<file path="src/core/startup_profile_pkg.sv">
`default_nettype none
package startup_profile_pkg;

    // ==========================================================
    // Register map and field layout
    // ==========================================================
    localparam logic [7:0] PROFILE_ADDR = 8'h93;
    localparam logic [15:0] PROFILE_RESET = 16'h0000;
    localparam int RSVD_BIT = 15;
    localparam int RANGE_BIT = 14;
    localparam int COEF2_LSB = 11;
    localparam int COEF1_LSB = 8;
    localparam int THR_LSB = 3;
    localparam int ALIGN_LSB = 0;

    // ==========================================================
    // Timing: the sequencer advances on a 1 ms tick
    // ==========================================================
    localparam int CLK_PERIOD_NS = 8;
    localparam int TICK_PERIOD_NS = 1000000;
    localparam int TICK_CYCLES = TICK_PERIOD_NS / CLK_PERIOD_NS;

    // ==========================================================
    // Decode tables, per 1 ms tick
    // ==========================================================
    // Frequency is held in nHz; first-order values are nHz added per
    // tick (Hz/s times 1e6); second-order values are nHz/tick added to
    // the first-order term per tick (Hz/s2 times 1e3).
    typedef logic [31:0] coef_table_t [0:7];
    localparam coef_table_t ACCEL2_FAST = '{32'd57000, 32'd29000,
        32'd14000, 32'd6900, 32'd3300, 32'd1600, 32'd660, 32'd0};
    localparam coef_table_t ACCEL2_SLOW = '{32'd220, 32'd110,
        32'd55, 32'd27, 32'd13, 32'd6, 32'd3, 32'd0};
    localparam coef_table_t ACCEL1_FAST = '{32'd76000000, 32'd38000000,
        32'd19000000, 32'd9200000, 32'd4500000, 32'd2100000,
        32'd900000, 32'd300000};
    localparam coef_table_t ACCEL1_SLOW = '{32'd4800000, 32'd2400000,
        32'd1200000, 32'd580000, 32'd290000, 32'd130000,
        32'd60000, 32'd19000};
    // Align durations in ticks (ms).
    localparam coef_table_t ALIGN_TICKS = '{32'd5300, 32'd2700,
        32'd1300, 32'd670, 32'd330, 32'd160, 32'd80, 32'd40};

    // Handover threshold steps in nHz.
    localparam logic [39:0] THR0_STEP = 40'd800000000;
    localparam logic [39:0] THR1_STEP = 40'd12800000000;
    localparam logic [39:0] THR1_BASE = 40'd11900000000;

    typedef enum logic [1:0] {
        ST_IDLE,
        ST_ALIGN,
        ST_RAMP,
        ST_CLOSED
    } seq_state_t;

endpackage
`default_nettype wire

</file>
<file path="src/core/startup_profile_ctrl.sv">
`timescale 1ns/1ps
`default_nettype none
module startup_profile_ctrl
    import startup_profile_pkg::*;
#(
    parameter int TICK_LEN = TICK_CYCLES
) (
    input wire logic clk,
    input wire logic sys_rst,
    input wire logic [7:0] reg_addr,
    input wire logic reg_wr,
    input wire logic reg_rd,
    input wire logic [15:0] reg_wdata,
    output logic [15:0] reg_rdata_q,
    input wire logic start_req,
    output logic aligning_q,
    output logic open_loop_q,
    output logic closed_loop_q,
    output logic [39:0] freq_q
);

    // ==========================================================
    // Register
    // ==========================================================
    logic [15:0] cfg_q;
    logic [15:0] cfg_d;
    logic [15:0] rdata_d;

    // Writes land only at the profile address; the reserved bit stays 0.
    always_comb begin
        cfg_d = cfg_q;
        rdata_d = reg_rdata_q;
        if (reg_wr && reg_addr == PROFILE_ADDR) begin
            cfg_d = {1'b0, reg_wdata[RSVD_BIT-1:0]};
        end
        if (reg_rd) begin
            rdata_d = (reg_addr == PROFILE_ADDR) ? cfg_q : 16'h0000;
        end
    end

    always_ff @(posedge clk or posedge sys_rst) begin
        if (sys_rst) begin
            cfg_q <= PROFILE_RESET;
            reg_rdata_q <= 16'h0000;
        end else begin
            cfg_q <= cfg_d;
            reg_rdata_q <= rdata_d;
        end
    end

    // ==========================================================
    // Field decode
    // ==========================================================
    logic range_slow;
    logic [2:0] coef2;
    logic [2:0] coef1;
    logic [4:0] thr_code;
    logic [2:0] align_code;
    logic [31:0] a2_val;
    logic [31:0] a1_val;
    logic [39:0] thr_val;
    logic [31:0] align_len;

    // Converts a handover code into a frequency in nHz.
    function automatic logic [39:0] thr_nhz(input logic [4:0] c);
        if (!c[4]) begin
            thr_nhz = 40'(40'(c) * THR0_STEP);
        end else begin
            thr_nhz = 40'(40'(c[3:0]) * THR1_STEP) + THR1_BASE;
        end
    endfunction

    assign range_slow = cfg_q[RANGE_BIT];
    assign coef2 = cfg_q[COEF2_LSB +: 3];
    assign coef1 = cfg_q[COEF1_LSB +: 3];
    assign thr_code = cfg_q[THR_LSB +: 5];
    assign align_code = cfg_q[ALIGN_LSB +: 3];

    // The range bit picks one of two tables for each coefficient.
    assign a2_val = range_slow ? ACCEL2_SLOW[coef2] : ACCEL2_FAST[coef2];
    assign a1_val = range_slow ? ACCEL1_SLOW[coef1] : ACCEL1_FAST[coef1];
    assign thr_val = thr_nhz(thr_code);
    assign align_len = ALIGN_TICKS[align_code];

    // ==========================================================
    // Start-up sequencer
    // ==========================================================
    seq_state_t st_q;
    seq_state_t st_d;
    logic [31:0] cnt_q;
    logic [31:0] cnt_d;
    logic [31:0] accel_q;
    logic [31:0] accel_d;
    logic [39:0] freq_d;
    logic tick;
    logic run;

    assign run = (st_q == ST_ALIGN) || (st_q == ST_RAMP);

    tick_divider #(
        .CYCLES(TICK_LEN)
    ) u_tick (
        .clk(clk),
        .sys_rst(sys_rst),
        .run(run),
        .tick_q(tick)
    );

    // Align, then ramp on each tick, then hold closed loop until stop.
    always_comb begin
        st_d = st_q;
        cnt_d = cnt_q;
        accel_d = accel_q;
        freq_d = freq_q;
        case (st_q)
            ST_IDLE: begin
                cnt_d = 32'h0000_0000;
                freq_d = 40'h00_0000_0000;
                if (start_req) begin
                    st_d = ST_ALIGN;
                end
            end
            ST_ALIGN: begin
                if (tick) begin
                    cnt_d = cnt_q + 32'h0000_0001;
                    if (cnt_q == align_len - 32'h0000_0001) begin
                        st_d = ST_RAMP;
                        accel_d = a1_val;
                        cnt_d = 32'h0000_0000;
                    end
                end
            end
            ST_RAMP: begin
                if (freq_q >= thr_val) begin
                    st_d = ST_CLOSED;
                end else if (tick) begin
                    freq_d = freq_q + 40'(accel_q);
                    accel_d = accel_q + a2_val;
                end
            end
            ST_CLOSED: begin
            end
            default: begin
                st_d = ST_IDLE;
            end
        endcase
        if (!start_req) begin
            st_d = ST_IDLE;
        end
    end

    always_ff @(posedge clk or posedge sys_rst) begin
        if (sys_rst) begin
            st_q <= ST_IDLE;
            cnt_q <= 32'h0000_0000;
            accel_q <= 32'h0000_0000;
            freq_q <= 40'h00_0000_0000;
            aligning_q <= 1'b0;
            open_loop_q <= 1'b0;
            closed_loop_q <= 1'b0;
        end else begin
            st_q <= st_d;
            cnt_q <= cnt_d;
            accel_q <= accel_d;
            freq_q <= freq_d;
            aligning_q <= (st_d == ST_ALIGN);
            open_loop_q <= (st_d == ST_RAMP);
            closed_loop_q <= (st_d == ST_CLOSED);
        end
    end
endmodule // startup_profile_ctrl
`default_nettype wire

</file>
<file path="src/core/tick_divider.sv">
`timescale 1ns/1ps
`default_nettype none
module tick_divider #(
    parameter int CYCLES = 125000
) (
    input wire logic clk,
    input wire logic sys_rst,
    input wire logic run,
    output logic tick_q
);

    logic [31:0] cnt_q;
    logic [31:0] cnt_d;
    logic tick_d;

    // Counts while running and restarts from zero when stopped.
    always_comb begin
        cnt_d = 32'h0000_0000;
        tick_d = 1'b0;
        if (run) begin
            if (cnt_q == 32'(CYCLES - 1)) begin
                tick_d = 1'b1;
            end else begin
                cnt_d = cnt_q + 32'h0000_0001;
            end
        end
    end

    always_ff @(posedge clk or posedge sys_rst) begin
        if (sys_rst) begin
            cnt_q <= 32'h0000_0000;
            tick_q <= 1'b0;
        end else begin
            cnt_q <= cnt_d;
            tick_q <= tick_d;
        end
    end

endmodule // tick_divider
`default_nettype wire

</file>
<file path="config.mk">
export PLATFORM = sky130hd
export DESIGN_NAME = startup_profile_ctrl
export DESIGN_NICKNAME = d
export VERILOG_FILES = /design/src/core/startup_profile_pkg.sv /design/src/core/startup_profile_ctrl.sv /design/src/core/tick_divider.sv
export SDC_FILE = /design/constraint.sdc
export NUM_CORES = 1
export LEC_CHECK = 0
export BUFFER_PORTS_ARGS = -buffer_cell sky130_fd_sc_hd__buf_2
export CORE_MARGIN = 1
export CORE_UTILIZATION = 36
export CTS_BUF_LIST = sky130_fd_sc_hd__clkbuf_8 sky130_fd_sc_hd__clkbuf_16
export DETAILED_ROUTE_END_ITERATION = 16
export PLACE_DENSITY = 0.52
export SYNTH_ARGS = -nofsm -noshare
export SYNTH_HDL_FRONTEND = slang
export SYNTH_SLANG_ARGS = --single-unit
</file>
<file path="constraint.sdc">
create_clock -name clk -period 9 [get_ports clk]
set_clock_uncertainty 0.1 [all_clocks]
set_input_delay 0.9 -clock clk [delete_from_list [all_inputs] [get_ports clk]]
set_output_delay 0.9 -clock clk [all_outputs]
set_load 0.01 [all_outputs]
</file>
==> results.py, run 1 <==
metrics = {
    "die": {
        "io_pins": 88,
        "start_util_pct": 36.7,
        "die_w_um": 204,
        "core_area_sq_um": 40000,
        "rows": 73,
        "dieHeight_um": 204,
        "die_area_sq_um": 41600,
    },
    "synthesis": {
        "syn_nets": 1918,
        "ys_ff_latch": 172,
        "synth_edf_count": 0,
        "syn_area_sq_um": 14700,
        "ys_async_sr_fraction_pct": 100,
        "yosys_warnings": 0,
        "yosysSeqAreaShare_pct": 29.3,
        "syn_avg_cell_area_sq_um": 8.62,
        "synthCells": 1705,
        "synth_cell_types": 83,
        "synth_top_flop_cell": "dfrtp_1",
    },
    "finish": {
        "seq_area_sq_um": 4300,
        "fin_util_pct": 40.8,
        "fill_cells": 4055,
        "drive_above_1_share_pct": 9.79,
        "fin_area_sq_um": 16300,
        "layout.nets": 1978,
        "multiInputGateArea_sq_um": 9830,
        "insertedDiodeCount": 0,
        "syn2layout_area_growth_pct": 11.0,
    },
    "worst_hold_path": {
        "holdPathStages": 1,
        "holdPathEnd": "u_tick.cnt_q[0]",
        "min_path_type": "reg2reg",
        "min_from": "u_tick.cnt_q[0]",
    },
    "power": {
        "p_leak_nw": 7.70,
        "p_per_area_nw_per_um2": 120,
        "ir_drop_mv": 0.131,
    },
    "clock_tree": {
        "clk_latency_ns": 0.45,
        "post_cts_resized": 0,
        "cts_max_level": 4,
        "cts_hold_buf": 0,
        "clockBufferDepth": 2,
        "root_buffer": "clkbuf_16",
        "postCtsSetupBuffers": 0,
        "cts_tree": "yes",
        "clk_pin_slew_worst_paths_ns": 0.07,
        "cts_buffers": 17,
        "cts_sinks": 172,
    },
    "drt": {
        "via_count": 12481,
        "routed_wl_um": 39400,
        "drt_iter0_drc": 858,
        "via_per_inst": 5.42,
        "wl_per_cell_um": 17.1,
        "drcViolationCount": 0,
        "antenna_left": 0,
        "drt-pass1-iter-count": 5,
    },
    "setup_path": {
        "crit_family": "compound AO/OA/AOI/OAI gates",
        "reg2regPathDepth": 24,
        "cpMostUsedCell": "fa_1",
        "cpMaxStageDelayCell": "fa_1",
        "path_class": "reg2reg",
        "cp_max_fo": 13,
        "crit_path_start_kind": "flop",
        "r2r-start": "cfg_q[5]",
        "critPathMaxStageDelay_ns": 0.73,
        "rrSetupSlack_ns": 0.87,
        "crit_buf_inv": 2,
        "path_cells": "fa_1 -> inv_1 -> fa_1 -> inv_1 -> fa_1 -> a21o_1 -> a221oi_1 -> o21bai_1 -> a211o_1 -> a211oi_1 -> o21bai_1 -> xor2_1 -> o2111a_1 -> mux2i_1 -> ha_1 -> a21oi_1 -> o211ai_1 -> nor2_1 -> o211ai_1 -> nor4_4 -> o21ai_4 -> or4_4 -> or4_1 -> a21oi_1",
        "r2r_end": "freq_q[37]",
        "required_ns": 9.27,
        "crit_path_end_kind": "flop",
        "arrival_ns": 8.40,
    },
    "global_routing": {
        "grt_pass1_wl_um": 63900,
        "overflow": 0,
        "grt_use_total_pct": 19.3,
        "grt_pass1_vias": 12011,
        "antenna_found_initial": 0,
        "grt_max_degree": 103,
    },
    "timing": {
        "finalWorstSetupSlack_ns": 0.875,
        "post-route-min-period_ns": 8.13,
        "slew-limit-headroom_pct": 27.4,
        "finalSetupTns_ns": 0,
        "max_slew.worst_pin.slew_ns": 1.08,
        "rsz0062_at_grt": "no",
        "setup_viol": 0,
        "finalCritPeriodShare_pct": 90.3,
        "fmax_mhz": 123,
        "slew_violations": 0,
        "hold_viol": 0,
    },
    "place": {
        "placed_cell_area_sq_um": 15700,
        "gp_congestion": 0.880,
        "numPortBuffers": 85,
        "dpl.hpwl_um": 30300,
        "pre_cts_slack_ns": 0.943,
    },
    "flow_run": {
        "drv_cap": 0,
    },
    "outcome": {
        "status": "finished, final reports clean",
    },
}
routing by layer:
layer	vias up	GRT usage [%]	share of wire (%)
li1	6293	-	-
met1	5992	27.2	50
met2	170	31.1	46
met3	26	3.38	3.6
met4	0	3.70	0.99
met5	-	0	0
report_power, final:
group / switching (mW) / internal (mW)
clock: 0.375 / 0.402
combinational: 0.240 / 0.138
sequential: 0.0173 / 0.781
total: 0.632 / 1.32
area by class of cell:
| class | instances | area share, % |
|---|---|---|
| Clock inverter | 15 | 1.21 |
| Multi-Input combinational cell | 1379 | 60.3 |
| Tap cell | 525 | 4.03 |
| Inverter | 95 | 2.22 |
| Sequential cell | 172 | 26.4 |
| Clock buffer | 17 | 2.61 |
| Timing Repair Buffer | 100 | 3.30 |
placed cells by master (no fill, tap or decap), drive strengths merged, types with 25 or more instances in the layout:
cell,n
xor2,55
inv,99
a21o,35
a21oi,135
ha,163
dfrtp,172
nor2,158
buf,100
a31oi,27
xnor2,88
o21ai,102
nand3,65
nand2,126
o31ai,25
nand4,33
nor3,37
flip-flops by register name, indices dropped and copies added (netlist names):
signal         flops
cfg_q             15
reg_rdata_q       15
u_tick.tick_q      1
open_loop_q        1
cnt_q             32
closed_loop_q      1
freq_q            40
aligning_q         1
u_tick.cnt_q      32
st_q               2
accel_q           32
stage by stage:
step                instances  power (mW)  hold slack, ns
detailed placement       2271        1.19           0.353
global placement         2271        1.19           0.347
global route             2303        2.05           0.379
floorplan                1705        1.09           0.333
CTS                      2303        1.97           0.363
finish                   2303        1.95           0.359
worst max path at each step:
stage               startpoint  slack (ns)  cells past startpoint    endpoint
global placement      cfg_q[5]        1.06                     24  freq_q[37]
global route          cfg_q[5]        0.43                     24  freq_q[37]
floorplan             cfg_q[3]        2.41                     24  freq_q[37]
CTS                   cfg_q[5]        0.90                     24  freq_q[37]
finish                cfg_q[5]        0.87                     24  freq_q[37]
detailed placement    cfg_q[5]        0.94                     24  freq_q[37]
cells in the mapped netlist, drive strengths merged (4+ instances only):
library cell  number  share of area (%)
buf               13               0.43
nand3             65                2.2
a21oi            135                4.6
nor2             158                4.0
nand4             33                1.4
o22a              10               0.60
a211oi            21                1.1
mux2              18                1.4
and3              21               0.89
xor2              55                3.3
o31ai             25                1.3
nor4              21                1.2
inv               93                2.4
xnor2             88                5.2
o21ai            102                3.5
o21a               8               0.41
a211o              8               0.48
fa                21                2.9
mux2i             15                1.0
nor3b              5               0.26
and2              16               0.68
a31oi             27                1.1
nor2b             18               0.77
a221oi             4               0.24
a22o              16               0.95
clkbuf            46                1.2
nand2            126                3.2
o21bai            10               0.51
or3               13               0.55
ha               163                 14
nor3              37                1.3
or4                6               0.33
o211ai            17               0.87
o31a               5               0.30
nand2b            12               0.51
a21o              35                1.8
or2               10               0.43
dfrtp            172                 29
o211a              5               0.34
kinds of logic (layout without fill, tap and decap cells):
kind of cell,count (synthesis),count (layout),share of synthesized area (%)
and+or+nand+nor,557,557,18.7
AOI/OAI and AO/OA,459,459,20.0
adders and majority gates,184,184,16.7
DFF,172,172,29.3
buffers and inverters,154,227,4.03
xor gates and xnor gates,143,143,8.52
muxes,35,35,2.71
other,1,1,0.0255
worst register-to-register path, stage by stage (launching register included):
cell and delay [ns]:
dfrtp_1 0.72, fa_1 0.74, inv_1 0.08, fa_1 0.49, inv_1 0.08, fa_1 0.54
a21o_1 0.26, a221oi_1 0.54, o21bai_1 0.14, a211o_1 0.30, a211oi_1 0.25, o21bai_1 0.11
xor2_1 0.31, o2111a_1 0.27, mux2i_1 0.22, ha_1 0.29, a21oi_1 0.16, o211ai_1 0.18
nor2_1 0.15, o211ai_1 0.24, nor4_4 0.58, o21ai_4 0.20, or4_4 0.54, or4_1 0.41
a21oi_1 0.15
Note: power is estimated with default switching activity, not from simulation.
==> run 2, diff against run 1 <==
--- a/config.mk
+++ b/config.mk
@@ -5,12 +5,13 @@
 export SDC_FILE = /design/constraint.sdc
 export NUM_CORES = 1
 export LEC_CHECK = 0
-export BUFFER_PORTS_ARGS = -buffer_cell sky130_fd_sc_hd__buf_2
+export ABC_AREA = 1
 export CORE_MARGIN = 1
 export CORE_UTILIZATION = 36
 export CTS_BUF_LIST = sky130_fd_sc_hd__clkbuf_8 sky130_fd_sc_hd__clkbuf_16
 export DETAILED_ROUTE_END_ITERATION = 16
-export PLACE_DENSITY = 0.52
+export DONT_BUFFER_PORTS = 1
+export PLACE_DENSITY = 0.5
 export SYNTH_ARGS = -nofsm -noshare
 export SYNTH_HDL_FRONTEND = slang
 export SYNTH_SLANG_ARGS = --single-unit
==> run 2 against run 1 <==
Setup slack gained 0.67 ns. Synthesized area grew 15%. Flip-flop and latch count is the same. Synthesized cell count grew 53%. Final cell count grew 39%. Largest cell class unchanged.
==> results.py, run 2 <==
metrics = {
    "outcome": {
        "status": "finished, final reports clean",
    },
    "finish": {
        "insertedDiodeCount": 0,
        "top_register": "freq_q",
        "layout.nets": 2801,
        "stdcell_count": 3208,
        "fin_area_sq_um": 18100,
        "fin_util_pct": 39.0,
        "final_cell_mix": "nand2_1 (714), nor2_1 (331), inv_1 (311)",
        "fill_cells": 5045,
        "drive_above_1_share_pct": 2.50,
        "seq_area_sq_um": 4300,
        "largest_reg_flops": 40,
        "mostFrequentLayoutCell": "nand2_1",
        "multiInputGateArea_sq_um": 11200,
        "syn2layout_area_growth_pct": 6.93,
    },
    "drt": {
        "drt-pass1-iter-count": 5,
        "drcViolationCount": 0,
        "drt_iter0_drc": 1235,
        "via_per_inst": 5.27,
        "wl_per_cell_um": 17.5,
        "antenna_left": 0,
        "routed_wl_um": 56000,
        "via_count": 16916,
    },
    "synthesis": {
        "synth_top_flop_cell": "dfrtp_1",
        "syn_avg_cell_area_sq_um": 6.50,
        "ys_async_sr_fraction_pct": 100,
        "syn_area_sq_um": 17000,
        "yosysMostFrequentCell": "nand2_1",
        "netlist_top_cells_area": "dfrtp_1 (25%), nand2_1 (16%), ha_1 (12%)",
        "ys_ff_latch": 172,
        "synth_edf_count": 0,
        "yosys_warnings": 0,
        "yosysSeqAreaShare_pct": 25.4,
        "synth_cell_types": 48,
        "synthCells": 2613,
        "synthTopCellsByCount": "nand2_1 (714), nor2_1 (331), inv_1 (311)",
        "syn_nets": 2826,
        "synth_area_leader_cell": "dfrtp_1",
        "synth_top_area_share_pct": 25.4,
    },
    "setup_path": {
        "required_ns": 9.29,
        "cp_max_fo": 52,
        "arrival_ns": 7.74,
        "crit_path_end_kind": "flop",
        "crit_path_start_kind": "flop",
        "path_class": "reg2reg",
        "reg2regPathDepth": 26,
    },
    "place": {
        "dp_cells": 3176,
        "gp_congestion": 0.982,
        "placed_cell_area_sq_um": 17600,
        "numPortBuffers": 0,
        "pre_cts_slack_ns": 1.52,
        "dpl.hpwl_um": 44700,
    },
    "timing": {
        "finalSetupTns_ns": 0,
        "rsz0062_at_grt": "no",
        "slew-limit-headroom_pct": 34.3,
        "fmax_mhz": 134,
        "finalCritPeriodShare_pct": 82.8,
        "max_slew.worst_pin.slew_ns": 0.982,
        "finalHoldWorstSlack_ns": 0.357,
        "slew_violations": 0,
        "hold_viol": 0,
        "setup_viol": 0,
        "post-route-min-period_ns": 7.45,
        "finalWorstSetupSlack_ns": 1.55,
    },
    "power": {
        "p_leak_nw": 8.76,
        "ir_drop_mv": 0.142,
        "finalPower_mw": 2.40,
        "p_per_area_nw_per_um2": 132,
    },
    "die": {
        "dieHeight_um": 219,
        "start_util_pct": 36.5,
        "die_area_sq_um": 48000,
        "core_area_sq_um": 46600,
        "rows": 79,
        "die_w_um": 219,
        "io_pins": 88,
    },
    "global_routing": {
        "grt_max_degree": 105,
        "grt_pass1_wl_um": 88800,
        "overflow": 0,
        "grt_pass1_vias": 15685,
        "grt_use_total_pct": 24.0,
        "antenna_found_initial": 0,
    },
    "clock_tree": {
        "clockBufferDepth": 2,
        "postCtsSetupBuffers": 0,
        "clk_latency_ns": 0.50,
        "cts_tree": "yes",
        "cts_sinks": 172,
        "cts_hold_buf": 0,
        "root_buffer": "clkbuf_16",
        "cts_max_level": 4,
        "post_cts_resized": 0,
        "cts_buffers": 17,
        "clk_pin_slew_worst_paths_ns": 0.08,
    },
    "flow_run": {
        "drv_cap": 0,
    },
    "worst_hold_path": {
        "min_path_type": "in2async",
    },
}
==> run 2: cell types whose count changed after synthesis, moves of 24 or more <==
cell     change
nor3_1      +37
xnor2_1     -76
inv_1      +219
nand3_1    +111
nand2_1    +588
o21ai_0     +57
nor2_1     +173
nand4_1     +24
a21o_1      -28
a21oi_1     +43
==> run 2: cells by family (layout without fill, tap and decap cells) <==
family,count (synthesis),in the layout,synth area share [%]
and+or+nand+nor,1418,1418,35.3
other,1,1,0.0221
adders and majority gates,184,184,14.5
buffers and inverters,369,357,8.44
AOI/OAI and AO/OA,416,416,13.7
xor gates and xnor gates,53,53,2.73
DFF,172,172,25.4
==> run 2: worst paths after layout <==
| kind | startpoint | endpoint | slack, ns |
|---|---|---|---|
| setup / recovery | cfg_q[3] | freq_q[8] | 1.55 |
| setup reg to reg | cfg_q[3] | freq_q[8] | 1.55 |
| hold / removal | sys_rst | aligning_q | 0.36 |
| hold reg to reg | u_tick.cnt_q[0] | u_tick.cnt_q[0] | 0.40 |
| min in group clk | u_tick.cnt_q[0] | u_tick.cnt_q[0] | 0.40 |
| max in group asynchronous | sys_rst | freq_q[3] | 6.89 |
==> run 2: area by class of cell <==
class | count | area share (%)
clock inverters | 15 | 0.875
repair buffers | 10 | 0.414
multi-input cells | 2072 | 61.9
well taps | 607 | 4.18
inverters | 315 | 6.54
clock buffers | 17 | 2.34
flip-flops and latches | 172 | 23.7
==> run 2: worst max-delay path: stages (launching register included) <==
cell and delay, ns:
dfrtp_1 0.95, inv_1 0.48, fa_1 0.65, inv_1 0.09, fa_1 0.56, nand3_1 0.14, nand3_1 0.18, xor2_1 0.23
nand2_1 0.11, nand2_1 0.08, nor2_1 0.25, nand3_1 0.17, nand2_1 0.11, nand3_1 0.09, nand3b_1 0.21, ha_1 0.30
inv_1 0.03, nor2_1 0.07, inv_1 0.07, nor3_1 0.26, nand3_1 0.11, nand3_1 0.13, nand2_1 0.08, nand2_1 0.07
buf_4 0.44, clkinv_1 0.91, o21ai_0 0.44
==> run 2: power by group <==
part           internal, mW  switching, mW
clock network         0.391          0.384
registers             0.777         0.0138
logic                 0.283          0.548
==> run 2: routing by layer <==
| metal | track usage [%] | wire (um) | vias to the layer above | share of wire, % |
|---|---|---|---|---|
| li1 | - | - | 8590 | - |
| met3 | 3.81 | 2870 | 41 | 5.1 |
| met4 | 6.04 | 838 | 0 | 1.5 |
| met1 | 35.4 | 28400 | 7893 | 51 |
| met5 | 0 | 0 | - | 0 |
| met2 | 36.1 | 23900 | 392 | 43 |
